[config.mk]
export PLATFORM = sky130hd
export DESIGN_NAME = ifp_ctrl
export DESIGN_NICKNAME = d
export VERILOG_FILES = /design/src/inc/ifp_pkg.sv /design/src/inc/ifp_reg_if.sv /design/src/ifp_axil_slave.sv /design/src/ifp_resolver.sv /design/src/ifp_ctrl.sv
export SDC_FILE = /design/constraint.sdc
export NUM_CORES = 1
export LEC_CHECK = 0
export BUFFER_PORTS_ARGS = -buffer_cell sky130_fd_sc_hd__buf_2
export CORE_MARGIN = 3
export CORE_UTILIZATION = 40
export DETAILED_ROUTE_END_ITERATION = 6
export GPL_TIMING_DRIVEN = 0
export HOLD_SLACK_MARGIN = 0.05
export PLACE_DENSITY_LB_ADDON = 0.05
export SYNTH_ARGS = -nofsm -noshare
export SYNTH_HDL_FRONTEND = slang
export SYNTH_SLANG_ARGS = --single-unit
[constraint.sdc]
create_clock -name clk -period 56 [get_ports clk]
set_input_delay 2.8 -clock clk [delete_from_list [all_inputs] [get_ports clk]]
set_output_delay 2.8 -clock clk [all_outputs]
set_load 0.1 [all_outputs]
[src/inc/ifp_pkg.sv]
package ifp_pkg;
    localparam int unsigned SRC_N     = 32;
    localparam int unsigned IDX_W     = 5;
    localparam int unsigned ADDR_W    = 8;
    localparam int unsigned PRIO_REGS = 8;
    localparam int unsigned LANES     = 4;
    localparam int unsigned LANE_W    = 8;
    localparam int unsigned PRIO_LSB  = 2;
    localparam int unsigned PRIO_W    = 3;
    localparam int unsigned SUB_LSB   = 0;
    localparam int unsigned SUB_W     = 2;
    localparam int unsigned STAT_W    = 2;
    localparam int unsigned STAT_REQ  = 0;
    localparam int unsigned STAT_PROX = 1;

    localparam logic [ADDR_W-1:0] OFF_PROX   = 8'h00;
    localparam logic [ADDR_W-1:0] OFF_FLAG   = 8'h04;
    localparam logic [ADDR_W-1:0] OFF_ENA    = 8'h08;
    localparam logic [ADDR_W-1:0] OFF_PRIO0  = 8'h0c;
    localparam logic [ADDR_W-1:0] OFF_STAT   = 8'h2c;
    localparam logic [ADDR_W-1:0] OFF_MASK   = 8'h30;
    localparam logic [ADDR_W-1:0] OFF_ACTIVE = 8'h34;
    localparam logic [ADDR_W-1:0] OFF_TIMER  = 8'h38;
    localparam logic [ADDR_W-1:0] WORD_STEP  = 8'h04;

    localparam logic [31:0] RST_WORD       = 32'h0000_0000;
    localparam logic [31:0] PRIO_IMPL_MASK = 32'h1f1f_1f1f;
    localparam logic [2:0]  PRIO_OFF       = 3'h0;
    localparam logic [1:0]  RESP_OKAY      = 2'h0;
    localparam logic [1:0]  RESP_SLVERR    = 2'h2;

    function automatic logic [31:0] ifp_merge(input logic [31:0] old_v,
                                              input logic [31:0] new_v,
                                              input logic [3:0]  strb);
        logic [31:0] res;
        res = old_v;
        for (int b = 0; b < 4; b++) begin
            if (strb[b]) begin
                res[b*8 +: 8] = new_v[b*8 +: 8];
            end
        end
        return res;
    endfunction : ifp_merge
endpackage : ifp_pkg

[src/inc/ifp_reg_if.sv]
`timescale 1ns/100ps
interface ifp_reg_if;
    logic        wr_en;
    logic [7:0]  wr_addr;
    logic [31:0] wr_data;
    logic [3:0]  wr_strb;
    logic        wr_err;
    logic        rd_en;
    logic [7:0]  rd_addr;
    logic [31:0] rd_data;
    logic        rd_err;

    modport slv (output wr_en, wr_addr, wr_data, wr_strb, rd_en, rd_addr,
                 input  wr_err, rd_data, rd_err);
    modport regs (input  wr_en, wr_addr, wr_data, wr_strb, rd_en, rd_addr,
                  output wr_err, rd_data, rd_err);
endinterface : ifp_reg_if

[src/ifp_axil_slave.sv]
`timescale 1ns/100ps
module ifp_axil_slave (
    input  wire logic                       clk,
    input  wire logic                       rst_b,
    input  wire logic [ifp_pkg::ADDR_W-1:0] s_axi_awaddr,
    input  wire logic                       s_axi_awvalid,
    output logic                            s_axi_awready,
    input  wire logic [31:0]                s_axi_wdata,
    input  wire logic [3:0]                 s_axi_wstrb,
    input  wire logic                       s_axi_wvalid,
    output logic                            s_axi_wready,
    output logic [1:0]                      s_axi_bresp,
    output logic                            s_axi_bvalid,
    input  wire logic                       s_axi_bready,
    input  wire logic [ifp_pkg::ADDR_W-1:0] s_axi_araddr,
    input  wire logic                       s_axi_arvalid,
    output logic                            s_axi_arready,
    output logic [31:0]                     s_axi_rdata,
    output logic [1:0]                      s_axi_rresp,
    output logic                            s_axi_rvalid,
    input  wire logic                       s_axi_rready,
    ifp_reg_if.slv                          regs
);
    import ifp_pkg::*;

    typedef struct packed {
        logic              aw_held;
        logic              w_held;
        logic [ADDR_W-1:0] waddr;
        logic [31:0]       wdata;
        logic [3:0]        wstrb;
        logic              bvalid;
        logic [1:0]        bresp;
        logic              rvalid;
        logic [31:0]       rdata;
        logic [1:0]        rresp;
    } ifp_axi_s;

    ifp_axi_s q;
    ifp_axi_s d;

    always_comb begin
        d             = q;
        s_axi_awready = !q.aw_held && !q.bvalid;
        s_axi_wready  = !q.w_held && !q.bvalid;
        s_axi_arready = !q.rvalid;
        if (s_axi_awvalid && s_axi_awready) begin
            d.aw_held = 1'b1;
            d.waddr   = s_axi_awaddr;
        end
        if (s_axi_wvalid && s_axi_wready) begin
            d.w_held = 1'b1;
            d.wdata  = s_axi_wdata;
            d.wstrb  = s_axi_wstrb;
        end
        // Write lands once address and data are both held
        regs.wr_en   = q.aw_held && q.w_held;
        regs.wr_addr = q.waddr;
        regs.wr_data = q.wdata;
        regs.wr_strb = q.wstrb;
        if (regs.wr_en) begin
            d.aw_held = 1'b0;
            d.w_held  = 1'b0;
            d.bvalid  = 1'b1;
            d.bresp   = regs.wr_err ? RESP_SLVERR : RESP_OKAY;
        end
        if (q.bvalid && s_axi_bready) begin
            d.bvalid = 1'b0;
        end
        regs.rd_en   = s_axi_arvalid && s_axi_arready;
        regs.rd_addr = s_axi_araddr;
        if (regs.rd_en) begin
            d.rvalid = 1'b1;
            d.rdata  = regs.rd_data;
            d.rresp  = regs.rd_err ? RESP_SLVERR : RESP_OKAY;
        end
        if (q.rvalid && s_axi_rready) begin
            d.rvalid = 1'b0;
        end
    end

    always_ff @(posedge clk or negedge rst_b) begin
        if (!rst_b) begin
            q <= '0;
        end else begin
            q <= d;
        end
    end

    assign s_axi_bvalid = q.bvalid;
    assign s_axi_bresp  = q.bresp;
    assign s_axi_rvalid = q.rvalid;
    assign s_axi_rdata  = q.rdata;
    assign s_axi_rresp  = q.rresp;
endmodule : ifp_axil_slave

[src/ifp_resolver.sv]
`timescale 1ns/100ps
module ifp_resolver #(
    parameter int unsigned NUM_SRC = 32,
    parameter int unsigned IDX_W   = 5
) (
    input  wire logic                    clk,
    input  wire logic                    rst_b,
    input  wire logic [NUM_SRC-1:0]      pend,
    input  wire logic [NUM_SRC-1:0][2:0] prio,
    input  wire logic [NUM_SRC-1:0][1:0] sub,
    output logic                         win_valid,
    output logic [IDX_W-1:0]             win_src,
    output logic [2:0]                   win_level,
    output logic [1:0]                   win_sub
);
    typedef struct packed {
        logic             valid;
        logic [IDX_W-1:0] src;
        logic [2:0]       level;
        logic [1:0]       sub;
    } ifp_win_s;

    ifp_win_s q;
    ifp_win_s d;

    // Highest level, then highest subpriority, then lowest index
    always_comb begin
        d = '0;
        for (int i = 0; i < NUM_SRC; i++) begin
            if (pend[i] && (!d.valid || {prio[i], sub[i]} > {d.level, d.sub})) begin
                d.valid = 1'b1;
                d.src   = IDX_W'(i);
                d.level = prio[i];
                d.sub   = sub[i];
            end
        end
    end

    always_ff @(posedge clk or negedge rst_b) begin
        if (!rst_b) begin
            q <= '0;
        end else begin
            q <= d;
        end
    end

    assign win_valid = q.valid;
    assign win_src   = q.src;
    assign win_level = q.level;
    assign win_sub   = q.sub;
endmodule : ifp_resolver

[src/ifp_ctrl.sv]
// Behaviour
// - An interrupt event loads the proximity timer from the reload register
// - A flag reads one after its source requested, zero otherwise; software may write
// - The flag register holds 32 flags, one per source, bits 31 to 0
// - An enable bit of one permits its source, zero blocks it
// - Priority codes 1..7 are levels; code zero disables the source (the code still lets its requests load the proximity timer)
// - Subpriority is the plain binary value of its 2-bit field
// - Top lane of a priority register: priority 28-26, subpriority 25-24
// - Lower lanes alike: 20-18 with 17-16, 12-10 for the next
// - Top three bits of each priority lane ignore writes and read zero
// - Every flag, enable, priority and reload bit clears at reset
//
// Local design decisions: the placing of the registers and the AXI4-Lite interface to the registers.
`timescale 1ns/100ps
module ifp_ctrl (
    input  wire logic                        clk,
    input  wire logic                        rst_b,
    input  wire logic [ifp_pkg::ADDR_W-1:0]  s_axi_awaddr,
    input  wire logic                        s_axi_awvalid,
    output logic                             s_axi_awready,
    input  wire logic [31:0]                 s_axi_wdata,
    input  wire logic [3:0]                  s_axi_wstrb,
    input  wire logic                        s_axi_wvalid,
    output logic                             s_axi_wready,
    output logic [1:0]                       s_axi_bresp,
    output logic                             s_axi_bvalid,
    input  wire logic                        s_axi_bready,
    input  wire logic [ifp_pkg::ADDR_W-1:0]  s_axi_araddr,
    input  wire logic                        s_axi_arvalid,
    output logic                             s_axi_arready,
    output logic [31:0]                      s_axi_rdata,
    output logic [1:0]                       s_axi_rresp,
    output logic                             s_axi_rvalid,
    input  wire logic                        s_axi_rready,
    input  wire logic [ifp_pkg::SRC_N-1:0]   irq_req,
    output logic                             core_req_valid,
    output logic [ifp_pkg::IDX_W-1:0]        core_req_src,
    output logic [2:0]                       core_req_level,
    output logic [1:0]                       core_req_sub,
    output logic [31:0]                      proximity_timer_value,
    output logic                             irq
);
    import ifp_pkg::*;

    typedef struct packed {
        logic [31:0]                 reload;
        logic [SRC_N-1:0]            flag;
        logic [SRC_N-1:0]            enable;
        logic [PRIO_REGS-1:0][31:0]  prio;
        logic [STAT_W-1:0]           status;
        logic [STAT_W-1:0]           mask;
        logic [31:0]                 timer;
    } ifp_state_s;

    ifp_state_s               st_q;
    ifp_state_s               st_d;
    ifp_reg_if                regs ();
    logic [SRC_N-1:0][2:0]    src_prio;
    logic [SRC_N-1:0][1:0]    src_sub;
    logic [SRC_N-1:0]         active_vec;
    logic [SRC_N-1:0]         new_req;
    logic                     prox_evt;
    logic [STAT_W-1:0]        events;
    logic [31:0]              wr_word;
    logic                     rd_is_prio;

    ifp_axil_slave u_slave (
        .clk           (clk),
        .rst_b         (rst_b),
        .s_axi_awaddr  (s_axi_awaddr),
        .s_axi_awvalid (s_axi_awvalid),
        .s_axi_awready (s_axi_awready),
        .s_axi_wdata   (s_axi_wdata),
        .s_axi_wstrb   (s_axi_wstrb),
        .s_axi_wvalid  (s_axi_wvalid),
        .s_axi_wready  (s_axi_wready),
        .s_axi_bresp   (s_axi_bresp),
        .s_axi_bvalid  (s_axi_bvalid),
        .s_axi_bready  (s_axi_bready),
        .s_axi_araddr  (s_axi_araddr),
        .s_axi_arvalid (s_axi_arvalid),
        .s_axi_arready (s_axi_arready),
        .s_axi_rdata   (s_axi_rdata),
        .s_axi_rresp   (s_axi_rresp),
        .s_axi_rvalid  (s_axi_rvalid),
        .s_axi_rready  (s_axi_rready),
        .regs          (regs.slv)
    );

    // Per-source fields out of the packed priority words
    for (genvar i = 0; i < SRC_N; i++) begin : g_src
        assign src_prio[i] = st_q.prio[i / LANES][(i % LANES) * LANE_W + PRIO_LSB +: PRIO_W];
        assign src_sub[i]  = st_q.prio[i / LANES][(i % LANES) * LANE_W + SUB_LSB +: SUB_W];
        assign active_vec[i] = st_q.flag[i] && st_q.enable[i] && (src_prio[i] != PRIO_OFF);
    end

    ifp_resolver #(
        .NUM_SRC (SRC_N),
        .IDX_W   (IDX_W)
    ) u_resolver (
        .clk       (clk),
        .rst_b     (rst_b),
        .pend      (active_vec),
        .prio      (src_prio),
        .sub       (src_sub),
        .win_valid (core_req_valid),
        .win_src   (core_req_src),
        .win_level (core_req_level),
        .win_sub   (core_req_sub)
    );

    // Events: a fresh request, and a fresh request on an enabled source
    assign new_req  = irq_req & ~st_q.flag;
    assign prox_evt = |(new_req & st_q.enable);
    always_comb begin
        events            = '0;
        events[STAT_REQ]  = |new_req;
        events[STAT_PROX] = prox_evt;
    end

    always_comb begin
        st_d    = st_q;
        wr_word = RST_WORD;
        if (regs.wr_en) begin
            case (regs.wr_addr)
                OFF_PROX: begin
                    st_d.reload = ifp_merge(st_q.reload, regs.wr_data, regs.wr_strb);
                end
                OFF_FLAG: begin
                    st_d.flag = ifp_merge(st_q.flag, regs.wr_data, regs.wr_strb);
                end
                OFF_ENA: begin
                    st_d.enable = ifp_merge(st_q.enable, regs.wr_data, regs.wr_strb);
                end
                OFF_STAT: begin
                    wr_word     = ifp_merge(RST_WORD, regs.wr_data, regs.wr_strb);
                    st_d.status = st_q.status & ~wr_word[STAT_W-1:0];
                end
                OFF_MASK: begin
                    wr_word   = ifp_merge(RST_WORD, regs.wr_data, regs.wr_strb);
                    st_d.mask = wr_word[STAT_W-1:0];
                end
                default: begin
                    for (int k = 0; k < PRIO_REGS; k++) begin
                        if (regs.wr_addr == OFF_PRIO0 + ADDR_W'(k) * WORD_STEP) begin
                            st_d.prio[k] = ifp_merge(st_q.prio[k], regs.wr_data,
                                                     regs.wr_strb) & PRIO_IMPL_MASK;
                        end
                    end
                end
            endcase
        end
        st_d.flag   = st_d.flag | irq_req;
        st_d.status = st_d.status | events;
        if (prox_evt) begin
            st_d.timer = st_q.reload;
        end
    end

    always_ff @(posedge clk or negedge rst_b) begin
        if (!rst_b) begin
            st_q <= '0;
        end else begin
            st_q <= st_d;
        end
    end

    always_comb begin
        regs.wr_err = 1'b1;
        case (regs.wr_addr)
            OFF_PROX, OFF_FLAG, OFF_ENA, OFF_STAT, OFF_MASK: begin
                regs.wr_err = 1'b0;
            end
            default: begin
                for (int k = 0; k < PRIO_REGS; k++) begin
                    if (regs.wr_addr == OFF_PRIO0 + ADDR_W'(k) * WORD_STEP) begin
                        regs.wr_err = 1'b0;
                    end
                end
            end
        endcase
    end

    always_comb begin
        regs.rd_data = RST_WORD;
        regs.rd_err  = 1'b0;
        rd_is_prio   = 1'b0;
        case (regs.rd_addr)
            OFF_PROX:   regs.rd_data = st_q.reload;
            OFF_FLAG:   regs.rd_data = st_q.flag;
            OFF_ENA:    regs.rd_data = st_q.enable;
            OFF_STAT:   regs.rd_data[STAT_W-1:0] = st_q.status;
            OFF_MASK:   regs.rd_data[STAT_W-1:0] = st_q.mask;
            OFF_ACTIVE: regs.rd_data = active_vec;
            OFF_TIMER:  regs.rd_data = st_q.timer;
            default: begin
                regs.rd_err = 1'b1;
                for (int k = 0; k < PRIO_REGS; k++) begin
                    if (regs.rd_addr == OFF_PRIO0 + ADDR_W'(k) * WORD_STEP) begin
                        regs.rd_data = st_q.prio[k];
                        regs.rd_err  = 1'b0;
                        rd_is_prio   = 1'b1;
                    end
                end
            end
        endcase
    end

    assign proximity_timer_value = st_q.timer;
    assign irq                   = |(st_q.status & st_q.mask);

    property p_reload;
        @(posedge clk) disable iff (!rst_b)
        prox_evt |=> st_q.timer == $past(st_q.reload);
    endproperty
    a_reload: assert property (p_reload) else $error("timer not loaded");

    property p_flag_set;
        @(posedge clk) disable iff (!rst_b)
        (|irq_req) |=> (st_q.flag & $past(irq_req)) == $past(irq_req);
    endproperty
    a_flag_set: assert property (p_flag_set) else $error("flag lost");

    property p_flag_read;
        @(posedge clk) disable iff (!rst_b)
        (regs.rd_en && regs.rd_addr == OFF_FLAG) |=> s_axi_rvalid
            && s_axi_rdata == $past(st_q.flag);
    endproperty
    a_flag_read: assert property (p_flag_read) else $error("flag word bad");

    property p_enable_gate;
        @(posedge clk) disable iff (!rst_b)
        core_req_valid |-> ($past(st_q.enable) & (SRC_N'(1) << core_req_src)) != '0;
    endproperty
    a_enable_gate: assert property (p_enable_gate) else $error("disabled source");

    property p_level_nonzero;
        @(posedge clk) disable iff (!rst_b)
        core_req_valid |-> core_req_level != PRIO_OFF;
    endproperty
    a_level_nonzero: assert property (p_level_nonzero) else $error("level zero");

    property p_lane3;
        @(posedge clk) disable iff (!rst_b)
        (regs.wr_en && regs.wr_addr == OFF_PRIO0 && regs.wr_strb[3])
            |=> src_prio[3] == $past(regs.wr_data[28:26])
             && src_sub[3] == $past(regs.wr_data[25:24]);
    endproperty
    a_lane3: assert property (p_lane3) else $error("lane3 field");

    property p_lane12;
        @(posedge clk) disable iff (!rst_b)
        (regs.wr_en && regs.wr_addr == OFF_PRIO0 && regs.wr_strb[2] && regs.wr_strb[1])
            |=> src_prio[2] == $past(regs.wr_data[20:18])
             && src_sub[2] == $past(regs.wr_data[17:16])
             && src_prio[1] == $past(regs.wr_data[12:10]);
    endproperty
    a_lane12: assert property (p_lane12) else $error("lane2 or lane1 field");

    property p_unimpl;
        @(posedge clk) disable iff (!rst_b)
        (regs.rd_en && rd_is_prio) |=> (s_axi_rdata & ~PRIO_IMPL_MASK) == RST_WORD;
    endproperty
    a_unimpl: assert property (p_unimpl) else $error("unimplemented bits set");

    property p_reset;
        @(posedge clk) $rose(rst_b) |-> st_q == '0 && !core_req_valid;
    endproperty
    a_reset: assert property (p_reset) else $error("state not cleared");

    property p_present;
        @(posedge clk) disable iff (!rst_b)
        core_req_valid |-> $past(|active_vec)
            && ($past(st_q.flag) & (SRC_N'(1) << core_req_src)) != '0;
    endproperty
    a_present: assert property (p_present) else $error("unflagged source");

    property p_irq_ack;
        @(posedge clk) disable iff (!rst_b)
        (regs.wr_en && regs.wr_addr == OFF_STAT && regs.wr_strb[0]
            && regs.wr_data[STAT_REQ] && !events[STAT_REQ])
            |=> !st_q.status[STAT_REQ];
    endproperty
    a_irq_ack: assert property (p_irq_ack) else $error("status not cleared");

    c_core_top: cover property (@(posedge clk) disable iff (!rst_b)
        core_req_valid && core_req_level == 3'h7);
    c_prox: cover property (@(posedge clk) disable iff (!rst_b) prox_evt);
    c_irq: cover property (@(posedge clk) disable iff (!rst_b) $rose(irq));
endmodule : ifp_ctrl

; Word-level counts from Yosys, hierarchy flattened
; Index checks and enable logic that the tools add are counted.
[classes]
n_lt_le_gt_ge = 31
n_eq_ne = 26
muxes = 126
n_bitwise = 9
reduce_logical = 254
[op_table]
columns = op, n
row1 = $mux 11, 32
row2 = $mux 324, 1
row3 = $mux 32, 9
row4 = $mux 29, 9
row5 = $mux 253, 1
row6 = $pmux 30 s6, 1
row7 = $mux 5, 32
row8 = $gt 5x5->1, 31
row9 = $reduce_and 4->1, 32
row10 = $logic_and 1x1->1, 103
row11 = $eq 8x6->1 const B, 12
row12 = $reduce_bool 3->1, 32
row13 = $and 32x32->32, 2
row14 = $eq 8x5->1 const B, 8
row15 = $mux 8, 8
row16 = $reduce_or 32->1, 2
row17 = $logic_not 1->1, 35
row18 = $mux 35, 1
row19 = $eq 8x4->1 const B, 4
row20 = $not 32->32, 1
row21 = $or 32x32->32, 1
row22 = $logic_or 1x1->1, 31
row23 = $reduce_and 3->1, 8
row24 = $mux 1, 22
row25 = other kinds (14), 28
[totals]
regBits = 387
wordCells = 504

; Logic depth before layout (Yosys ltp)
; Gate-level depths: netlist (run 1).
[depth]
depth_word = 127
mapped_depth = 296

; Modules after synthesis
; From an unflattened synthesis (run 1), not the netlist that was laid out.
[unflattened]
cells_unflattened = 3054
hier_area_um2 = 29079.1
[by_module_without_submodules]
columns = module, instances, cells_each, area_per_inst_um2, seq_area_each_um2
row1 = ifp_ctrl, 1, 1419, 15576.2, 7307.0
row2 = ifp_resolver, 1, 1365, 9615.5, 275.3
row3 = ifp_axil_slave, 1, 270, 3887.5, 2052.0

; Worst setup path after synthesis (run 1)
; OpenSTA, ideal clock, no wires.
[synth_timing]
kind = register to register
startpoint = reg st_q, in the netlist src_prio[2]
endpoint = reg u_resolver.q, in the netlist u_resolver.win_level[0]
arrival_time_ns = 49.105
setup_slack_ns = 6.775
stages_incl_launch_ff = 266
path_buffers = 12
path_cell_list = dfrtp_1 -> o311a_2 -> nand2_1 -> ha_1 -> and4_1 -> a221o_1 -> a21bo_1 -> nand2_1 -> mux2i_1 -> inv_1 -> ha_1 -> and3_1 -> o21ai_0 -> a32oi_1 -> o21ai_0 -> mux2_2 -> ha_1 -> and4_1 -> [230 not listed] -> nor2_1 -> inv_1 -> mux2_2 -> ha_1 -> a21oi_1 -> nor2b_1 -> o22ai_1 -> a21oi_1 -> inv_1 -> mux2_2 -> a31oi_1 -> ha_1 -> and3_1 -> a31oi_1 -> nor2_1 -> nor2_1 -> mux2_2 -> a31o_1
[synth_lines]
columns = element, line
row1 = "start, declared", ifp_ctrl.sv:55  ; ifp_state_s st_q;
row2 = "start signal, assigned", ifp_ctrl.sv:164  ; st_q <= st_d;
row3 = "end signal, assigned", ifp_resolver.sv:41  ; q <= '0;
row4 = "end signal, assigned", ifp_resolver.sv:43  ; q <= d;
row5 = "end, declared", ifp_resolver.sv:23  ; ifp_win_s q;

==> reports/metrics.yaml, run 1 <==
run_status:
  outcome: "complete, but fails checks"
  violations: "DRC"
floorplanning:
  die-height_um: 264
  die_area_um2: 69700
  core-area_um2: 65200
  pin_count: 176
  rows: 93
  dieWidth_um: 264
  start_util_pct: 40.9
synth:
  ys.flop_type: "dfrtp_1"
  ys_top_cells_by_count: "385 x dfrtp_1, 345 x mux2_2, 290 x nand2_1"
  synth_edf_count: 0
  syn-cell-area_um2: 26600
  synth_cell_types: 120
  synthArstFlopShare_pct: 100
  synth.area.top_cells: "dfrtp_1 36%, mux2_2 15%, ha_1 5.1%"
  syn_inst: 2750
  synth_seq_area_share_pct: 36.2
  yosysMostFrequentCell: "dfrtp_1"
  synth_seq_cells: 385
  ys_warn_count: 0
  yosysTopAreaCellShare_pct: 36.2
  synth.avg_cell_area_um2: 9.68
  synth_top_area_cell: "dfrtp_1"
drt:
  post_drt_wl_per_cell_um: 31.2
  drc: 5
  dr.pass1.iters: 7
  antenna_left: 0
  route.vias.total: 25071
  wl_um: 122000
  drtIter0Drc: 2943
  avgViaCountPerCell: 6.38
placed_design:
  dpl.hpwl_um: 95500
  io_buffers: 172
  placed_area_um2: 28700
  globalplace.congestion: 0.964
critical_path:
  cp-end-kind: "flop"
  start_kind: "flop"
  crit_slowest_cell: "or4b_1"
  required_ns: 56.46
  crit_type: "flop to flop"
  critical_path.max_stage_delay_ns: 0.56
  crit_arrival_ns: 53.58
  worstPathMaxFanout: 10
  crit_top_cell: "ha_1"
timing:
  setup_viol: 0
  max_freq_ghz: 0.0188
  tightest_slew_ns: 1.44
  drv_slew: 0
  fin_crit_ns: 53.12
  timing.final.crit_share_pct: 94.9
  slew_headroom_pct: 2.61
  finClkSkew_ns: 0.0157
  hold_viol: 0
layout:
  fillerInstances: 6283
  stdcell_area_um2: 31200
  drive_gt1_share_pct: 29.5
  utilization_pct: 47.8
  area.growth.synth_to_final_pct: 17.0
  seqCellArea_um2: 9640
  multi_input_area_um2: 15800
  finalNetCount: 3233
clock_network:
  clk_path_buf_depth: 3
  cts_hold_repair.buffers: 0
  clkLatencyLatePin_ns: 0.59
  cts.clk_slew.worst_paths_ns: 0.07
  clock_sinks: 385
  h-tree-depth: 2
  cts_tree: "yes"
  root_buffer: "clkbuf_16"
  numCtsBuffers: 45
global_routing:
  grt_start_max_net_pins: 102
  overflow: 0
  grt_use_total_pct: 34.0
  antenna_found_initial: 6
  grt_pass1_wl_um: 174000
  grt_pass1_vias: 23877
power:
  finalPower_mw: 1.06
  power_leakage_nw: 14.3
  p_per_area_nw_per_um2: 34.1
  ir_drop_uv: 31.5
flow_run:
  cap_violations: 0
worst_hold_path:
  hp-class: "flop to flop"
==> critical path, delay by kind of cell, from the launching register on <==
kind                     cells  cell delay, ns
buffers and inverters       29            3.46
multiplexers                20            5.92
AND/OR/NAND/NOR             74           12.11
adder cells (fa/ha/maj)     32            9.04
AO/OA/AOI/OAI              118           21.88
flip-flops                   1            0.43
==> cell usage in the layout, fill, tap and decap left out, types with 64 or more instances in the layout <==
cell and n:
dfrtp_1 383, mux2_2 345, nand2_1 287, buf_2 185
nor2_1 168, buf_4 140, inv_1 128, ha_1 108
clkbuf_1 90, o21ai_0 89, a21oi_1 64
==> repair_timing <==
item,CTS,global route
setup endpoints to repair,10,10
buffers inserted,0,55
resized for setup,19,89
pin swaps,0,37
==> report_power, final <==
group          leakage [nW]  switching, mW  internal (mW)
Sequential             5.03         0.0692          0.321
Combinational          8.44          0.237          0.113
Clock                 0.789          0.129          0.194
Total                  14.3          0.435          0.628
==> layout make-up <==
cell class | count | share of cell area [%]
plain buffers | 191 | 3.55
flip-flops and latches | 385 | 30.9
inverters | 132 | 1.59
clock buffers | 64 | 4.39
repair buffers | 235 | 4.58
clock inverters | 20 | 0.787
diodes | 2 | 0.0161
well taps | 855 | 3.43
multi-input cells | 2043 | 50.7
==> registers in the layout, indices dropped and copies added (netlist names), 2 cells and up <==
name,cells
u_slave.q,2
proximity_timer_value,32
u_resolver.win_sub,2
u_slave.s_axi_rdata,32
u_slave.regs.wr_addr,8
src_prio,96
src_sub,64
u_resolver.win_level,3
u_slave.regs.wr_strb,4
u_resolver.win_src,5
st_q,100
u_slave.regs.wr_data,32
==> cell families after synthesis <==
logic type                 share of synthesized area, %
and+or+nand+nor                                    14.7
xor gates and xnor gates                           1.24
buffers and inverters                              5.99
AOI/OAI and AO/OA                                  20.0
adders and majority gates                          5.24
DFF                                                36.2
other                                            0.0141
muxes                                              16.6
==> stage by stage <==
stage / hold slack (ns) / TNS, ns / cells / worst slack [ns]
floorplan: 0.451 / 0 / 2751 / 6.78
global placement: 0.477 / -13.41 / 3778 / -1.55
CTS: 0.503 / 0 / 3870 / 0.0256
detailed placement: 0.487 / -18.54 / 3786 / -2.08
global route: 0.521 / -1.85 / 3925 / -0.286
finish: 0.499 / 0 / 3927 / 2.88
==> path summary, 6_finish.rpt <==
check                                        from                       end  cells past startpoint  slack, ns
max                                   src_prio[2]   u_resolver.win_level[2]                    273       2.88
min                        u_slave.s_axi_rdata[7]    u_slave.s_axi_rdata[7]                      2       0.50
max reg2reg                           src_prio[2]   u_resolver.win_level[2]                    273       2.88
min reg2reg                u_slave.s_axi_rdata[7]    u_slave.s_axi_rdata[7]                      2       0.50
max in group asynchronous                   rst_b                 st_q[333]                      4      52.29
min in group asynchronous                   rst_b  u_slave.regs.wr_data[29]                      1       2.06
==> routing by layer <==
metal	up-vias	part of all wire, %	routed length, µm	GRT usage (%)
li1	10844	-	-	-
met1	12571	43	52600	48.7
met2	1363	42	51900	50.3
met3	293	9.1	11100	5.39
met4	0	5.5	6710	15.7
met5	-	0	0	0
(Power assumes the default switching activity.)
==> run 2: changes to the inputs <==
Settings changed: PLACE_DENSITY_LB_ADDON 0.05 to 0.2.
==> run 2 against run 1 <==
The flow now finishes without violations. Cell count down 0.46%. Fmax rose by 0.27%. Sequential share of layout area increased by 0.26 points. Via count shrank 0.19%. Count of clock-buffer cells in the layout decreased by 1. Critical path depth decreased by 5. Critical path type unchanged. Largest cell class unchanged.
==> reports/metrics.yaml, run 2 (synthesis results as in run 1) <==
critical_path:
  start_kind: "flop"
  cp-end-kind: "flop"
  required_ns: 56.46  # about the same
  crit_type: "flop to flop"
  crit_slowest_cell: "or4b_1"
  worstPathMaxFanout: 10  # unchanged
  crit_top_cell: "ha_1"
  crit_arrival_ns: 53.44  # -0.14 ns
  critical_path.max_stage_delay_ns: 0.55  # about the same
floorplanning:
  die-height_um: 264  # unchanged
  rows: 93  # unchanged
  start_util_pct: 40.9  # unchanged
  die_area_um2: 69700  # unchanged
  pin_count: 176  # unchanged
  core-area_um2: 65200  # unchanged
  dieWidth_um: 264  # unchanged
layout:
  fillerInstances: 6240  # -0.68%
  area.growth.synth_to_final_pct: 16.1
  finalNetCount: 3220  # -0.40%
  final_cell_count_no_fill: 3909  # -0.46%
  layout_commonest_cell: "dfrtp_1"
  multi_input_area_um2: 15800  # -0.32%
  regMostFlops: "st_q"
  layout_common_cells: "383 x dfrtp_1, 345 x mux2_2, 288 x nand2_1"
  largest_reg_flops: 100  # unchanged
  seqCellArea_um2: 9640  # unchanged
  drive_gt1_share_pct: 28.5  # -1.0 points
global_routing:
  grt_start_max_net_pins: 118  # +16%
  grt_pass1_wl_um: 168000  # -3.4%
  overflow: 0  # unchanged
  antenna_found_initial: 2  # -4
  grt_pass1_vias: 24030  # +0.64%
  grt_use_total_pct: 32.5  # -1.5 points
power:
  clkPwrFrac_pct: 29.9  # -0.5 points
  swShare_pct: 40.6  # -0.35 points
  ir_drop_uv: 30.0  # -4.8%
  seqPwrFrac_pct: 37.3  # +0.6 points
  netSwitchingPower_mw: 0.425  # -2.3%
  p_per_area_nw_per_um2: 33.9  # -0.63%
  p_int_mw: 0.623  # -0.85%
  finalPower_mw: 1.05  # -1.4%
  power_leakage_nw: 14.1  # -0.76%
  pwr-share-comb_pct: 32.8  # about the same
run_status:
  outcome: "completed"
clock_network:
  clk_path_buf_depth: 3  # unchanged
  numCtsBuffers: 44  # -2.2%
  cts_tree: "yes"
  cts.clk_slew.worst_paths_ns: 0.06  # about the same
  clkLatencyLatePin_ns: 0.59  # about the same
  h-tree-depth: 2  # unchanged
  root_buffer: "clkbuf_16"
  clock_sinks: 385  # unchanged
drt:
  dr.pass1.iters: 6  # -1
  antenna_left: 0  # unchanged
  route.vias.total: 25024  # -0.19%
  post_drt_wl_per_cell_um: 30.1  # -3.5%
  wl_um: 118000  # -4.0%
  drtIter0Drc: 2940  # -0.10%
  avgViaCountPerCell: 6.40  # +0.27%
  drc: 0  # -5
timing:
  setup_viol: 0  # unchanged
  finalWorstSetupSlack_ns: 3.02  # +0.141 ns
  finClkSkew_ns: 0.0189  # +0.00323 ns
  max_freq_ghz: 0.0189  # +0.27%
  timing.final.crit_share_pct: 94.6  # -0.25 points
  hold_viol: 0  # unchanged
  tightest_slew_ns: 1.43  # -0.00952 ns
  drv_slew: 0  # unchanged
  fin_crit_ns: 52.98  # -0.141 ns
  slew_headroom_pct: 4.47  # +1.9 points
placed_design:
  io_buffers: 172  # unchanged
  pre_cts_slack_ns: -1.57  # +0.505 ns
  globalplace.congestion: 1.00  # +4.2%
  dpl.hpwl_um: 90700  # -5.0%
  post-place-cells: 3785  # -0.026%
worst_hold_path:
  hp-class: "flop to flop"
flow_run:
  cap_violations: 0  # unchanged
run 2: cell types whose count changed in the layout (fill, tap and decap cells not counted), sizes merged:
cell | previous run | this run
bufinv | 5 | 7
clkinvlp | 5 | 2
inv | 134 | 133
buf | 339 | 326
clkinv | 8 | 4
diode | 2 | 3
run 2: final timing paths:
kind,slack [ns],from,cells past startpoint,end
setup / recovery,3.02,st_q[292],268,u_resolver.win_src[1]
hold / removal,0.48,u_slave.s_axi_rdata[22],2,u_slave.s_axi_rdata[22]
setup reg to reg,3.02,st_q[292],268,u_resolver.win_src[1]
hold reg to reg,0.48,u_slave.s_axi_rdata[22],2,u_slave.s_axi_rdata[22]
max in group asynchronous,51.91,rst_b,4,src_sub[9]
min in group asynchronous,2.12,rst_b,1,u_resolver.win_src[2]
run 2: power groups by stage:
stage | clock network, mW | registers (mW) | logic, mW
after CTS | 0.313 | 0.386 | 0.326
after global routing | 0.324 | 0.393 | 0.362
after detailed placement | 0 | 0.391 | 0.324
after floorplan | 0 | 0.362 | 0.221
after global placement | 0 | 0.390 | 0.318
final | 0.313 | 0.391 | 0.344
run 2: layer usage:
metal	vias up	wire length, µm	global-route usage [%]
li1	10812	-	-
met1	12577	48800	44.8
met2	1336	50100	48.4
met3	299	11800	7.35
met4	0	6860	14.9
met5	-	0	0
run 2: through the flow:
step / utilization [%] / TNS, ns / cell area (µm²) / hold slack, ns
global route: 47.4 / -1.51 / 30900 / 0.516
floorplan: - / 0 / 26600 / 0.451
detailed placement: 44.0 / -13.99 / 28700 / 0.478
finish: 47.4 / 0 / 30900 / 0.485
CTS: 46.5 / 0 / 30300 / 0.491
global placement: 43.8 / -5.40 / 28600 / 0.471
run 2: cell type report:
class | count | share of cell area, %
tap | 855 | 3.46
antenna | 3 | 0.0243
multi-input combinational | 2043 | 51.0
sequential | 385 | 31.2
inverter | 132 | 1.60
buffer | 191 | 3.58
clock buffer | 63 | 4.09
timing repair buffer | 223 | 4.26
clock inverter | 14 | 0.821
run 2: worst max-delay path, delay by kind of cell, from the launching register on:
kind,cells,cell delay [ns]
buf+inv,33,4.16
flops,1,0.51
simple gates,67,10.33
compound gates,113,21.77
fa+ha+maj,33,9.50
mux,22,6.46
run 2: what timing repair did:
item	4_1_cts	5_1_grt
setup buffers	2	42
endpoints found under the setup margin	10	10
hold buffers	0	0
pin swaps	1	26
gates resized for setup	13	82
